**config.mk**
```make
export PLATFORM = sky130hd
export DESIGN_NAME = opd_core
export DESIGN_NICKNAME = d
export VERILOG_FILES = /design/src/verilog/opd_pkg.sv /design/src/verilog/opd_adder8.sv /design/src/verilog/opd_core.sv
export SDC_FILE = /design/constraint.sdc
export NUM_CORES = 1
export LEC_CHECK = 0
export ABC_CLOCK_PERIOD_IN_PS = 10400
export BUFFER_PORTS_ARGS = -buffer_cell sky130_fd_sc_hd__buf_4
export CAP_MARGIN = 20
export CORE_MARGIN = 2
export CORE_UTILIZATION = 40
export DETAILED_ROUTE_END_ITERATION = 6
export PLACE_DENSITY_LB_ADDON = 0.25
export SLEW_MARGIN = 20
export SYNTH_ARGS = -nofsm -noshare
export SYNTH_HDL_FRONTEND = slang
export SYNTH_SLANG_ARGS = --single-unit
```
**constraint.sdc**
```tcl
create_clock -name clk -period 10.4 [get_ports clk]
set_clock_uncertainty 0.05 [all_clocks]
set_input_delay 3.12 -clock clk [delete_from_list [all_inputs] [get_ports clk]]
set_output_delay 3.12 -clock clk [all_outputs]
set_load 0.02 [all_outputs]
```
**src/verilog/opd_pkg.sv**
```systemverilog
// constants and types shared by the operand decode and add path
package opd_pkg;

  // operations the core executes
  typedef enum logic [3:0] {
    OPD_ADD_A_IMM,
    OPD_ADD_SADDR_IMM,
    OPD_ADD_A_R,
    OPD_ADD_R_A,
    OPD_ADD_A_SADDR,
    OPD_ADD_A_ABS,
    OPD_BRANCH_REL,
    OPD_SET_ABIT,
    OPD_SEL_BANK,
    OPD_RESTORE_FLAGS
  } opd_op_e;

  // address operand forms checked by the range decoder
  typedef enum logic [2:0] {
    OPD_AM_SADDR,
    OPD_AM_SADDRP,
    OPD_AM_SFR,
    OPD_AM_SFRP,
    OPD_AM_ABS,
    OPD_AM_ABS_WORD,
    OPD_AM_ELEVEN,
    OPD_AM_TABLE
  } opd_amode_e;

  typedef enum logic {
    OPD_IDLE,
    OPD_EXEC
  } opd_state_e;

  // address windows of the operand forms
  localparam logic [15:0] SADDR_LO = 16'hFE20;
  localparam logic [15:0] SADDR_HI = 16'hFF1F;
  localparam logic [15:0] SFR_LO = 16'hFF00;
  localparam logic [15:0] HOLE_LO = 16'hFFD0;
  localparam logic [15:0] HOLE_HI = 16'hFFDF;
  localparam logic [15:0] ELEVEN_LO = 16'h0800;
  localparam logic [15:0] ELEVEN_HI = 16'h0FFF;
  localparam logic [15:0] TABLE_LO = 16'h0040;
  localparam logic [15:0] TABLE_HI = 16'h007F;

  // processor flags layout and value after reset
  localparam int FLG_CY = 0;
  localparam int FLG_NMI = 2;
  localparam int FLG_BANK_LO = 3;
  localparam int FLG_AC = 4;
  localparam int FLG_BANK_HI = 5;
  localparam int FLG_Z = 6;
  localparam int FLG_IE = 7;
  localparam logic [7:0] FLAGS_RST = 8'h00;
  localparam logic [7:0] REG_RST = 8'h00;

  // single register codes used directly by the datapath
  localparam logic [2:0] REG_X = 3'h0;
  localparam logic [2:0] REG_A = 3'h1;

  // instruction clock counts, short form and long form
  localparam logic [3:0] CYC_ADD_A_IMM = 4'h4;
  localparam logic [3:0] CYC_ADD_SADDR_IMM_S = 4'h6;
  localparam logic [3:0] CYC_ADD_SADDR_IMM_L = 4'h8;
  localparam logic [3:0] CYC_ADD_A_R = 4'h4;
  localparam logic [3:0] CYC_ADD_A_SADDR_S = 4'h4;
  localparam logic [3:0] CYC_ADD_A_SADDR_L = 4'h5;
  localparam logic [3:0] CYC_ADD_A_ABS_S = 4'h8;
  localparam logic [3:0] CYC_ADD_A_ABS_L = 4'h9;
  localparam logic [3:0] CYC_BRANCH = 4'h6;
  localparam logic [3:0] CYC_SET_ABIT = 4'h4;
  localparam logic [3:0] CYC_SEL_BANK = 4'h4;
  localparam logic [3:0] CYC_RESTORE = 4'h6;

endpackage

```
**src/verilog/opd_adder8.sv**
```systemverilog
// 8-bit adder with carry in, carry out, half carry and zero
`timescale 1ns/1ps
module opd_adder8
  import opd_pkg::*;
(
  input wire logic [7:0] x, // first operand
  input wire logic [7:0] y, // second operand
  input wire logic cin, // incoming carry
  output logic [7:0] sum, // 8-bit result
  output logic cout, // carry out of bit 7
  output logic half, // carry out of bit 3
  output logic zero // result is zero
);

  logic [8:0] full;
  logic [4:0] low;

  // full and low-nibble sums share the same carry in
  always_comb
  begin
    full = {1'b0, x} + {1'b0, y} + {8'h00, cin};
    low = {1'b0, x[3:0]} + {1'b0, y[3:0]} + {4'h0, cin};
    sum = full[7:0];
    cout = full[8];
    half = low[4]; // see (RQ21)
    zero = (full[7:0] == 8'h00); // see (RQ21)
  end

endmodule

```
**src/verilog/opd_core.sv**
```systemverilog
// operand decode, timing and 8-bit add path of the core
//
// Operation
// (RQ1) One instruction clock equals one clk period of the selected CPU clock.
// (RQ2) Short clock count for high-speed RAM access or no data access.
// (RQ3) Long clock count for data access outside high-speed RAM.
// (RQ4) Register field 0..7 maps to X, A, C, B, E, D, L, H.
// (RQ5) Pair field 0..3 maps to AX, BC, DE, HL.
// (RQ6) Short direct reaches FE20H-FF1FH only; word form even only.
// (RQ7) Special and short direct forms never reach FFD0H-FFDFH.
// (RQ8) Word special form needs word-capable register at even address.
// (RQ9) Absolute operand spans whole space; even only for word transfers.
// (RQ10) Eleven-bit target lies within 0800H-0FFFH.
// (RQ11) Table slot target is even within 0040H-007FH.
// (RQ12) Branch displacement is signed 8-bit added to the program counter.
// (RQ13) Bit operand is a 3-bit field picking one of eight bits.
// (RQ14) Flags hold a bank select field choosing one of four banks.
// (RQ15) Flags hold interrupt enable and non-maskable in-service flags.
// (RQ16) Each flag is kept, cleared, set, computed or restored per op.
// (RQ17) A is the byte accumulator; X and A form the word accumulator.
// (RQ18) Add immediate to A takes 4 clocks, writes sum and flags.
// (RQ19) Add with carry adds the carry flag into the sum.
// (RQ20) Add immediate to short direct writes memory, 6 or 8 clocks.
// (RQ21) Zero flag on zero result, half carry on carry out of bit 3.
// (RQ22) Register-to-A add naming A itself is refused.
`timescale 1ns/1ps
module opd_core
  import opd_pkg::*;
#(
  parameter logic [15:0] HSRAM_LO = 16'hFB00, // fast RAM lowest address
  parameter logic [15:0] HSRAM_HI = 16'hFEFF // fast RAM highest address
)
(
  input wire logic clk, // cpu clock
  input wire logic arst_n, // async reset, active low
  input wire logic start, // request to execute op
  input wire opd_op_e op, // operation
  input wire logic use_carry, // add with carry
  input wire logic [2:0] reg_sel, // single register field
  input wire logic [1:0] pair_sel, // register pair field
  input wire logic [7:0] imm, // immediate byte
  input wire logic [7:0] mem_rdata, // memory operand byte
  input wire logic [15:0] addr, // data or checked address
  input wire opd_amode_e amode, // form for address check
  input wire logic sfr_word_ok, // sfr at addr is word capable
  input wire logic [7:0] disp, // branch displacement
  input wire logic [15:0] pc, // program counter of the op
  input wire logic [2:0] bit_sel, // bit position field
  input wire logic nmi_take, // nmi service begins
  input wire logic nmi_return, // nmi service ends
  output logic busy, // op in progress
  output logic done, // op finished, one cycle
  output logic fault, // op refused, one cycle
  output logic long_timing, // current op uses long count
  output logic addr_ok, // addr legal for amode
  output logic mem_wr, // memory write strobe
  output logic [15:0] mem_waddr, // memory write address
  output logic [7:0] mem_wdata, // memory write data
  output logic [15:0] branch_target, // relative branch target
  output logic [7:0] acc, // byte accumulator
  output logic [15:0] word_accumulator, // X and A pair
  output logic [15:0] pair_value, // pair chosen by pair_sel
  output logic [7:0] processor_flags, // full flag byte
  output logic carry_flag, // carry
  output logic half_carry_flag, // half carry
  output logic zero_flag, // zero
  output logic [1:0] bank_select_field, // active bank
  output logic irq_enable_flag, // maskable irq enable
  output logic nmi_in_service_flag // nmi being serviced
);

  logic [1:0] rst_pipe_ff;
  logic rst_n;
  opd_state_e state_ff;
  logic [3:0] cnt_ff;
  opd_op_e op_ff;
  logic [4:0] dst_ff;
  logic [7:0] res_ff;
  logic cy_ff;
  logic ac_ff;
  logic z_ff;
  logic [7:0] flags_ff;
  logic [7:0] regs_ff [0:31];
  logic busy_ff;
  logic done_ff;
  logic fault_ff;
  logic long_ff;
  logic addr_ok_ff;
  logic mem_wr_ff;
  logic [15:0] mem_waddr_ff;
  logic [7:0] mem_wdata_ff;
  logic [15:0] target_ff;
  logic [7:0] acc_ff;
  logic [15:0] wacc_ff;
  logic [15:0] pair_ff;
  logic [1:0] bank;
  logic [7:0] cur_a;
  logic [7:0] cur_r;
  logic [7:0] add_x;
  logic [7:0] add_y;
  logic [7:0] sum;
  logic cout;
  logic half;
  logic zero;
  logic refuse;
  logic go;
  logic commit;
  logic is_add;
  logic access;
  logic nxt_long;
  logic [3:0] nxt_cyc;

  // address range check for every operand form
  function automatic logic addr_legal(opd_amode_e m, logic [15:0] a,
                                      logic word_ok);
    logic in_hole;
    logic in_saddr;
    in_hole = (a >= HOLE_LO) && (a <= HOLE_HI); // see (RQ7)
    in_saddr = (a >= SADDR_LO) && (a <= SADDR_HI); // see (RQ6)
    case (m)
      OPD_AM_SADDR: addr_legal = in_saddr && !in_hole;
      OPD_AM_SADDRP: addr_legal = in_saddr && !in_hole && !a[0];
      OPD_AM_SFR: addr_legal = (a >= SFR_LO) && !in_hole; // see (RQ7)
      OPD_AM_SFRP: addr_legal = (a >= SFR_LO) && !in_hole && !a[0]
                                && word_ok; // see (RQ8)
      OPD_AM_ABS: addr_legal = 1'b1; // see (RQ9)
      OPD_AM_ABS_WORD: addr_legal = !a[0]; // see (RQ9)
      OPD_AM_ELEVEN: addr_legal = (a >= ELEVEN_LO)
                                  && (a <= ELEVEN_HI); // see (RQ10)
      OPD_AM_TABLE: addr_legal = (a >= TABLE_LO) && (a <= TABLE_HI)
                                 && !a[0]; // see (RQ11)
      default: addr_legal = 1'b0;
    endcase
  endfunction

  // fast RAM area decides the short clock count
  function automatic logic in_hsram(logic [15:0] a);
    in_hsram = (a >= HSRAM_LO) && (a <= HSRAM_HI);
  endfunction

  // reset release through two flip-flops
  always_ff @(posedge clk or negedge arst_n)
  begin
    if (!arst_n)
      rst_pipe_ff <= 2'h0;
    else
      rst_pipe_ff <= {rst_pipe_ff[0], 1'b1};
  end

  assign rst_n = rst_pipe_ff[1];

  // operand selection from the active bank
  always_comb
  begin
    bank = {flags_ff[FLG_BANK_HI], flags_ff[FLG_BANK_LO]}; // see (RQ14)
    cur_a = regs_ff[{bank, REG_A}]; // see (RQ17)
    cur_r = regs_ff[{bank, reg_sel}]; // see (RQ4)
    add_x = cur_a;
    add_y = mem_rdata;
    if (op == OPD_ADD_A_IMM)
      add_y = imm;
    else if (op == OPD_ADD_SADDR_IMM)
    begin
      add_x = mem_rdata;
      add_y = imm;
    end
    else if ((op == OPD_ADD_A_R) || (op == OPD_ADD_R_A))
      add_y = cur_r;
  end

  opd_adder8 u_adder (
    .x(add_x),
    .y(add_y),
    .cin(use_carry & flags_ff[FLG_CY]), // see (RQ19)
    .sum(sum),
    .cout(cout),
    .half(half),
    .zero(zero)
  );

  // decode of timing, refusal and acceptance
  always_comb
  begin
    is_add = (op == OPD_ADD_A_IMM) || (op == OPD_ADD_SADDR_IMM)
             || (op == OPD_ADD_A_R) || (op == OPD_ADD_R_A)
             || (op == OPD_ADD_A_SADDR) || (op == OPD_ADD_A_ABS);
    access = (op == OPD_ADD_SADDR_IMM) || (op == OPD_ADD_A_SADDR)
             || (op == OPD_ADD_A_ABS);
    nxt_long = access && !in_hsram(addr); // see (RQ2) (RQ3)
    refuse = ((op == OPD_ADD_A_R) && (reg_sel == REG_A)) // see (RQ22)
             || (((op == OPD_ADD_SADDR_IMM) || (op == OPD_ADD_A_SADDR))
                 && !addr_legal(OPD_AM_SADDR, addr, 1'b0)); // see (RQ6)
    case (op)
      OPD_ADD_A_IMM: nxt_cyc = CYC_ADD_A_IMM; // see (RQ18)
      OPD_ADD_SADDR_IMM: nxt_cyc = nxt_long ? CYC_ADD_SADDR_IMM_L
                                            : CYC_ADD_SADDR_IMM_S;
      OPD_ADD_A_R: nxt_cyc = CYC_ADD_A_R;
      OPD_ADD_R_A: nxt_cyc = CYC_ADD_A_R;
      OPD_ADD_A_SADDR: nxt_cyc = nxt_long ? CYC_ADD_A_SADDR_L
                                          : CYC_ADD_A_SADDR_S;
      OPD_ADD_A_ABS: nxt_cyc = nxt_long ? CYC_ADD_A_ABS_L
                                        : CYC_ADD_A_ABS_S;
      OPD_BRANCH_REL: nxt_cyc = CYC_BRANCH;
      OPD_SET_ABIT: nxt_cyc = CYC_SET_ABIT;
      OPD_SEL_BANK: nxt_cyc = CYC_SEL_BANK;
      default: nxt_cyc = CYC_RESTORE;
    endcase
    go = start && (state_ff == OPD_IDLE) && !refuse;
    commit = (state_ff == OPD_EXEC) && (cnt_ff == 4'h0);
  end

  // sequencer: one count per clk, op ends after its clock count
  always_ff @(posedge clk or negedge rst_n)
  begin
    if (!rst_n)
    begin
      state_ff <= OPD_IDLE;
      cnt_ff <= 4'h0;
      busy_ff <= 1'b0;
      done_ff <= 1'b0;
      fault_ff <= 1'b0;
      long_ff <= 1'b0;
    end
    else
    begin
      done_ff <= commit;
      fault_ff <= start && (state_ff == OPD_IDLE) && refuse; // see (RQ22)
      case (state_ff)
        OPD_IDLE:
          if (go)
          begin
            state_ff <= OPD_EXEC;
            cnt_ff <= nxt_cyc - 4'h1; // see (RQ1)
            busy_ff <= 1'b1;
            long_ff <= nxt_long; // see (RQ3)
          end
        default:
          if (commit)
          begin
            state_ff <= OPD_IDLE;
            busy_ff <= 1'b0;
          end
          else
            cnt_ff <= cnt_ff - 4'h1;
      endcase
    end
  end

  // results latched when an op is accepted
  always_ff @(posedge clk or negedge rst_n)
  begin
    if (!rst_n)
    begin
      op_ff <= OPD_ADD_A_IMM;
      dst_ff <= 5'h00;
      res_ff <= 8'h00;
      cy_ff <= 1'b0;
      ac_ff <= 1'b0;
      z_ff <= 1'b0;
      target_ff <= 16'h0000;
      mem_waddr_ff <= 16'h0000;
    end
    else if (go)
    begin
      op_ff <= op;
      dst_ff <= (op == OPD_ADD_R_A) ? {bank, reg_sel} : {bank, REG_A};
      res_ff <= is_add ? sum : imm;
      if (op == OPD_SET_ABIT)
        res_ff <= cur_a | (8'h01 << bit_sel); // see (RQ13)
      cy_ff <= cout; // see (RQ18)
      ac_ff <= half;
      z_ff <= zero;
      mem_waddr_ff <= addr;
      if (op == OPD_BRANCH_REL)
        target_ff <= pc + {{8{disp[7]}}, disp}; // see (RQ12)
    end
  end

  // memory write back of the short direct add
  always_ff @(posedge clk or negedge rst_n)
  begin
    if (!rst_n)
    begin
      mem_wr_ff <= 1'b0;
      mem_wdata_ff <= 8'h00;
    end
    else
    begin
      mem_wr_ff <= commit && (op_ff == OPD_ADD_SADDR_IMM); // see (RQ20)
      if (commit)
        mem_wdata_ff <= res_ff;
    end
  end

  // general registers, four banks of eight
  always_ff @(posedge clk or negedge rst_n)
  begin
    if (!rst_n)
    begin
      for (int i = 0; i < 32; i++)
        regs_ff[i] <= REG_RST;
    end
    else if (commit && (op_ff != OPD_ADD_SADDR_IMM)
             && (op_ff != OPD_BRANCH_REL) && (op_ff != OPD_SEL_BANK)
             && (op_ff != OPD_RESTORE_FLAGS))
      regs_ff[dst_ff] <= res_ff; // see (RQ18)
  end

  // processor flags: computed, restored, or kept per op
  always_ff @(posedge clk or negedge rst_n)
  begin
    if (!rst_n)
      flags_ff <= FLAGS_RST;
    else
    begin
      if (commit && (op_ff == OPD_RESTORE_FLAGS))
        flags_ff <= res_ff; // see (RQ16)
      else if (commit && (op_ff == OPD_SEL_BANK))
      begin
        flags_ff[FLG_BANK_HI] <= res_ff[1]; // see (RQ14)
        flags_ff[FLG_BANK_LO] <= res_ff[0];
      end
      else if (commit && (op_ff != OPD_BRANCH_REL)
               && (op_ff != OPD_SET_ABIT))
      begin
        flags_ff[FLG_CY] <= cy_ff; // see (RQ16) (RQ19)
        flags_ff[FLG_AC] <= ac_ff; // see (RQ21)
        flags_ff[FLG_Z] <= z_ff; // see (RQ21)
      end
      // nmi entry wins over a return or restore in the same cycle
      if (nmi_take)
        flags_ff[FLG_NMI] <= 1'b1; // see (RQ15)
      else if (nmi_return)
        flags_ff[FLG_NMI] <= 1'b0;
    end
  end

  // registered views of accumulators, pair and address check
  always_ff @(posedge clk or negedge rst_n)
  begin
    if (!rst_n)
    begin
      acc_ff <= 8'h00;
      wacc_ff <= 16'h0000;
      pair_ff <= 16'h0000;
      addr_ok_ff <= 1'b0;
    end
    else
    begin
      acc_ff <= cur_a; // see (RQ17)
      wacc_ff <= {cur_a, regs_ff[{bank, REG_X}]}; // see (RQ17)
      pair_ff <= {regs_ff[{bank, pair_sel, 1'b1}],
                  regs_ff[{bank, pair_sel, 1'b0}]}; // see (RQ5)
      addr_ok_ff <= addr_legal(amode, addr, sfr_word_ok);
    end
  end

  assign busy = busy_ff;
  assign done = done_ff;
  assign fault = fault_ff;
  assign long_timing = long_ff;
  assign addr_ok = addr_ok_ff;
  assign mem_wr = mem_wr_ff;
  assign mem_waddr = mem_waddr_ff;
  assign mem_wdata = mem_wdata_ff;
  assign branch_target = target_ff;
  assign acc = acc_ff;
  assign word_accumulator = wacc_ff;
  assign pair_value = pair_ff;
  assign processor_flags = flags_ff;
  assign carry_flag = flags_ff[FLG_CY];
  assign half_carry_flag = flags_ff[FLG_AC];
  assign zero_flag = flags_ff[FLG_Z];
  assign bank_select_field = {flags_ff[FLG_BANK_HI], flags_ff[FLG_BANK_LO]};
  assign irq_enable_flag = flags_ff[FLG_IE];
  assign nmi_in_service_flag = flags_ff[FLG_NMI];

  // timing, refusal, flag, branch target, address window and bank select checks
  a_imm_four_clk: assert property ( // see (RQ18)
    @(posedge clk) disable iff (!rst_n)
    (go && (op == OPD_ADD_A_IMM)) |=> busy_ff [*4] ##1 done_ff)
    else $error("add immediate did not take four clocks");
  a_saddr_long_clk: assert property ( // see (RQ20)
    @(posedge clk) disable iff (!rst_n)
    (go && (op == OPD_ADD_SADDR_IMM) && nxt_long) |-> ##9 mem_wr_ff)
    else $error("long short-direct add did not end after eight clocks");
  a_saddr_short_clk: assert property ( // see (RQ2)
    @(posedge clk) disable iff (!rst_n)
    (go && (op == OPD_ADD_SADDR_IMM) && !nxt_long) |-> ##7 mem_wr_ff)
    else $error("short short-direct add did not end after six clocks");
  a_abs_long_clk: assert property ( // see (RQ3)
    @(posedge clk) disable iff (!rst_n)
    (go && (op == OPD_ADD_A_ABS) && !in_hsram(addr))
      |=> !done_ff [*8] ##1 !done_ff ##1 done_ff)
    else $error("long absolute add did not take nine clocks");
  a_self_add_refused: assert property ( // see (RQ22)
    @(posedge clk) disable iff (!rst_n)
    (start && !busy_ff && (op == OPD_ADD_A_R) && (reg_sel == REG_A))
      |=> fault_ff && !busy_ff)
    else $error("add of A to itself was not refused");
  a_zero_result: assert property ( // see (RQ21)
    @(posedge clk) disable iff (!rst_n)
    (commit && (op_ff == OPD_ADD_A_IMM))
      |=> (zero_flag == (res_ff == 8'h00)) && (carry_flag == cy_ff))
    else $error("zero or carry flag does not match the sum");
  a_branch_target: assert property ( // see (RQ12)
    @(posedge clk) disable iff (!rst_n)
    (go && (op == OPD_BRANCH_REL))
      |=> target_ff == $past(pc) + {{8{$past(disp[7])}}, $past(disp)})
    else $error("branch target is not pc plus signed displacement");
  a_saddr_window: assert property ( // see (RQ6)
    @(posedge clk) disable iff (!rst_n)
    ((amode == OPD_AM_SADDR) && ((addr < SADDR_LO) || (addr > SADDR_HI)))
      |=> !addr_ok_ff)
    else $error("short direct address outside window accepted");
  a_bank_select: assert property ( // see (RQ14)
    @(posedge clk) disable iff (!rst_n)
    (commit && (op_ff == OPD_SEL_BANK)) |=> bank_select_field == res_ff[1:0])
    else $error("bank select field not loaded");

endmodule

```
# == After elaboration in Yosys (flattened, before gate mapping) ==
# Index checks and enable logic that the tools add are counted.
# totals
reg_bits,377
inputBits,78
word_cells,228
# classes
add_sub_neg,7
magnitude_cmp,18
eq_ne,27
shifts,1
n_mux,53
bitwise,9
reduce_logical,56
# op_table
op,count
256-bit bitwise mux,1
8-bit binary-select mux with 5-bit select,5
8-bit two-way mux,18
16-bit >= comparator (second input constant),4
16-bit <= comparator (second input constant),3
8-bit demux with 5-bit select,1
6-bit >= comparator (second input constant),6
5-bit NOT with 6-bit output,6
1-bit logical AND,28
4-bit two-way mux,5
1-bit two-way mux,19
16-bit adder,1
4-bit by 3-bit == test with 1-bit output (second input constant),4
16-bit by 12-bit >= comparator with 1-bit output (second input constant),1
16-bit by 7-bit >= comparator with 1-bit output (second input constant),1
16-bit by 12-bit <= comparator with 1-bit output (second input constant),1
16-bit by 7-bit <= comparator with 1-bit output (second input constant),1
4-bit case mux with 4 select lines,1
3-bit == test (second input constant),4
4-bit == test (second input constant),3
2-bit AND reduction,5
8-bit by 8-bit adder with 9-bit output,1
9-bit by 1-bit adder with 9-bit output,1
1-bit logical OR,9
27 further kinds,42

# == Logic depth before layout (Yosys ltp) ==
# logic_depth
ltp_word,11
ltp_mapped,18

# == Cells and area by module ==
# From an unflattened synthesis, not the netlist that was laid out.
# unflattened
hier_cells,1420
hier_area_um2,19702.6
# by_module_without_submodules
module,n_inst,cells_each,area_per_inst_um2
opd_core,1,1374,19338.5
opd_adder8,1,46,364.1

# == Least setup slack after synthesis ==
# No wires, ideal clock.
# synth_timing
path_type,input-to-reg
start,input reg_sel[1]
end,register res_ff[6]
setup_time_ps,121
arrival_time_ps,6323
required_ps,10229
path_slack_ps,3906
cell_stages,17
n_path_buf,2
path_cell_list,clkbuf_1 -> clkbuf_1 -> mux4_2 -> a22oi_1 -> a21oi_1 -> a21oi_1 -> a211oi_1 -> a21oi_1 -> fa_1 -> fa_1 -> nor2b_1 -> nor3_1 -> o21bai_1 -> a21o_1 -> xnor2_1 -> o211ai_1 -> a22o_1
# synth_via
elab_chain_cells,11
word_cells_on_any_way,16
# synth_rtl
item,line,text
"start, declared",opd_core.sv:39,"input wire logic [2:0] reg_sel,"
5-bit NOT with 6-bit output (not written as such),opd_core.sv:157,"cur_r = regs_ff[{bank, reg_sel}];"
8-bit binary-select mux with 5-bit select,opd_core.sv:157,
8-bit two-way mux (not written as such) (2 in a row),opd_core.sv:157,
8-bit two-way mux,opd_core.sv:167,else if ((op == OPD_ADD_A_R) || (op == OPD_ADD_R_A))
8-bit two-way mux,opd_core.sv:162,else if (op == OPD_ADD_SADDR_IMM)
8-bit two-way mux,opd_core.sv:160,if (op == OPD_ADD_A_IMM)
8-bit by 8-bit adder with 9-bit output,opd_adder8.sv:21,"full = {1'b0, x} + {1'b0, y} + {8'h00, cin};"
9-bit by 1-bit adder with 9-bit output,opd_adder8.sv:21,
8-bit two-way mux,opd_core.sv:267,res_ff <= is_add ? sum : imm;
8-bit two-way mux,opd_core.sv:268,if (op == OPD_SET_ABIT)
"end signal, assigned",opd_core.sv:267,
"end signal, assigned",opd_core.sv:269,res_ff <= cur_a | (8'h01 << bit_sel);
"end, declared",opd_core.sv:78,logic [7:0] res_ff;
# Parallel ways exist; a longest one is shown, timed or not. The select of a mux whose other input is x is not followed.
# A chain may end at the register's enable or synchronous reset.

# == Worst setup path in the final report ==
# layout_timing
start,input reg_sel[0]
end,register res_ff[7]
# The elaborated chain is that of the path after synthesis.

==> impl_metrics.yaml <==
final_layout:
  drive_gt1_share_pct: 47.5
  diodes: 0
  multi_input_area_um2: 9850
  post-route-util_pct: 47.0
  layout_common_cells: "362 x dfrtp_1, 290 x mux2_2, 194 x buf_4"
  num-fill-cells: 4298
  seq_area_um2: 9250
  area_growth_pct: 16.5
  final_nets: 1655
  mostFrequentLayoutCell: "dfrtp_1"
route:
  finalWirelength_um: 59000
  route.met2.wl_um: 27400
  top_layer_used: "met4"
  drtAntennaViolNets: 0
  vias_per_cell: 5.89
  initialDrtViolationCount: 1141
  route.met3.wl_um: 4880
  vias: 13200
  drtPass1Iterations: 5
  drc: 0
  wire_per_inst_um: 26.2
  wl_met1_um: 24500
global_route:
  grt_pass1_vias: 13300
  grt_overflow: 0
  grtUsageTotal_pct: 23.4
  grt_max_degree: 161
  antenna_found_initial: 0
  grt_pass1_wl_um: 87400
logic_synthesis:
  ys_async_sr_fraction_pct: 100
  ys_types: 63
  synth_area_um2: 19700
  synth-compound-area-share_pct: 6.05
  synth-xor-area-share_pct: 0.847
  synthCells: 1429
  yosys_warnings: 0
  synth_top_family_by_area: "multiplexers"
  syn_avg_cell_area_um2: 13.8
  synth-edff-count: 0
  syn_nets: 1533
  ys_ff_latch: 369
  yosys.area_share.simple_pct: 5.99
  yosysSeqAreaShare_pct: 47.0
  synth_fa_ha_area_share_pct: 1.77
  synthMuxAreaShare_pct: 35.4
  synth-main-ff-cell: "dfrtp_1"
sta:
  min_period_ps: 6930
  finalSetupTns_ps: 0
  rsz0062_at_grt: "no"
  worst_pin_slew_ps: 1130
  min_period_over_period_pct: 66.6
  hold_violations: 0
  layout_setup_ws_ps: 3470
  drv_slew: 0
  slew_headroom_pct: 24.5
  max_freq_mhz: 144
  setup_viol: 0
critical_path:
  reg2reg_slack_ps: 5900
  max_stage_delay_ps: 560
  cpMostUsedCell: "a21oi_1"
  slowest_stage: "mux4_2"
  worst_ep_required_time_ps: 10820
  end_kind: "flip-flop"
  arrival_ps: 7350
  r2r_cells: 17
  worst-path-max-fanout: 32
  r2r-start: "processor_flags[3]"
  crit_chain: "buf_4 -> buf_4 -> mux4_2 -> a22oi_1 -> a21oi_1 -> a21oi_1 -> nand2_1 -> o21ai_0 -> o21ai_0 -> ha_1 -> o21ai_0 -> a21oi_1 -> o31ai_1 -> a21oi_1 -> xor2_1 -> a21oi_1 -> o31ai_1"
  critPathKind: "input port to flip-flop"
  startpoint_type: "input port"
  reg2reg_to: "z_ff"
job:
  cap_violations: 0
power_and_ir_drop:
  p_per_area_nw_per_um2: 204
  power_switching_mw: 1.57
  ir_drop_uv: 114
  intPower_mw: 3.11
  power.leakage_nw: 10.5
  p_clk_share_pct: 32.7
  p_seq_share_pct: 40.5
  swShare_pct: 33.6
  comb_power_share_pct: 26.8
run_status:
  status: "complete, no violations"
clock_tree:
  cts_tree: "done"
  cts_root_buf: "clkbuf_16"
  post_cts_buffers: 0
  clockBufferDepth: 3
  clock_sinks: 369
  clk_pin_slew_ps: 60
  clock_latency_ps: 570
  hold_buffers: 0
  cts_htree_levels: 2
  cts-resized-gates: 0
  cts_inserted_buffers: 42
min_path:
  hp-start: "rst_pipe_ff[0]"
  min_path_type: "flip-flop to flip-flop"
  hold_depth: 0
  min_to: "rst_pipe_ff[1]"
die:
  die_w_um: 226
  fp.dieH_um: 226
  start_util_pct: 40.3
  die_area_um2: 50900
  boundaryPins: 179
  core_um2: 48700
  placementRows: 81
place:
  pre_cts_slack_ps: 2900
  gp_congestion: 0.875
  port_buffers: 178
  hpwl_um: 37400
==> cell type report <==
| class | instances | share of cell area (%) |
|---|---|---|
| Clock buffer | 67 | 5.75 |
| Clock inverter | 9 | 0.481 |
| Inverter | 15 | 0.246 |
| Multi-Input combinational cell | 927 | 43.0 |
| Sequential cell | 369 | 40.4 |
| Tap cell | 664 | 3.63 |
| Timing Repair Buffer | 196 | 6.53 |
==> power groups by stage <==
stage | Combinational (mW) | Sequential [mW] | Clock, mW
after global routing | 1.34 | 1.93 | 1.62
after global placement | 1.24 | 1.91 | 0
after detailed placement | 1.26 | 1.92 | 0
after CTS | 1.26 | 1.89 | 1.56
after floorplan | 0.722 | 1.94 | 0
final | 1.26 | 1.90 | 1.53
==> per-layer routing <==
layer / global-route usage (%) / vias up
li1: - / 5666
met1: 31.9 / 6925
met2: 36.0 / 531
met3: 6.23 / 109
met4: 8.55 / 0
met5: 0 / -
==> synth_stat cells, drive strengths merged (6+ instances only) <==
| master | instances | area (µm²) |
|---|---|---|
| nand2b | 16 | 100 |
| nor3 | 14 | 109 |
| a31oi | 6 | 37.5 |
| o21a | 6 | 45.0 |
| inv | 15 | 56.3 |
| clkbuf | 70 | 263 |
| buf | 48 | 255 |
| xnor2 | 10 | 87.6 |
| nand3 | 13 | 75.1 |
| o21ai | 57 | 285 |
| a21o | 6 | 45.0 |
| a21oi | 38 | 190 |
| nand2 | 110 | 420 |
| a22oi | 32 | 240 |
| nor2b | 7 | 43.8 |
| mux2 | 290 | 3270 |
| o31ai | 10 | 75.1 |
| ha | 23 | 288 |
| dfrtp | 369 | 9230 |
| xor2 | 9 | 78.8 |
| mux2i | 9 | 90.1 |
| mux4 | 160 | 3600 |
| nor2 | 43 | 191 |
==> kinds of logic (layout without fill, tap and decap cells) <==
| logic type | Yosys count | in the layout |
|---|---|---|
| adders and majority gates | 26 | 26 |
| buffers and inverters | 133 | 287 |
| and+or+nand+nor | 235 | 235 |
| other | 1 | 1 |
| AOI/OAI and AO/OA | 187 | 187 |
| xor gates and xnor gates | 19 | 19 |
| DFF | 369 | 369 |
| muxes | 459 | 459 |
==> worst max-delay path by stage <==
stage,endpoint,from,slack [ps],depth (start not counted)
final,res_ff[7],reg_sel[0],3470,17
after floorplan,res_ff[6],reg_sel[1],3910,17
after detailed placement,res_ff[7],reg_sel[0],2900,17
after global routing,res_ff[5],reg_sel[0],3070,16
after CTS,res_ff[7],reg_sel[0],3490,17
after global placement,z_ff,reg_sel[0],3020,16
==> critical path, delay by kind of cell <==
kind,cells,cell delay (ps)
AO/OA/AOI/OAI,11,1910
XOR/XNOR,1,220
AND/OR/NAND/NOR,1,150
buffers and inverters,2,1020
adder cells (fa/ha/maj),1,350
multiplexers,1,560
==> state kept, by name, indices dropped and copies added (netlist names), 4 cells and up <==
name	cells
res_ff	8
branch_target	16
op_ff	4
pair_value	16
mem_wdata	8
processor_flags	8
mem_waddr	16
regs_ff	256
dst_ff	5
word_accumulator	15
cnt_ff	4
==> per-stage QoR <==
step / hold slack (ps) / instance area, µm² / total power, mW / instances
6_report: 301 / 22900 / 4.68 / 2247
4_1_cts: 303 / 22900 / 4.72 / 2247
3_3_place_gp: 286 / 21500 / 3.15 / 2171
5_1_grt: 305 / 22900 / 4.90 / 2247
3_5_place_dp: 290 / 21500 / 3.17 / 2171
2_1_floorplan: 281 / 19700 / 2.66 / 1429
No activity file was read; power rests on OpenSTA's default activity.
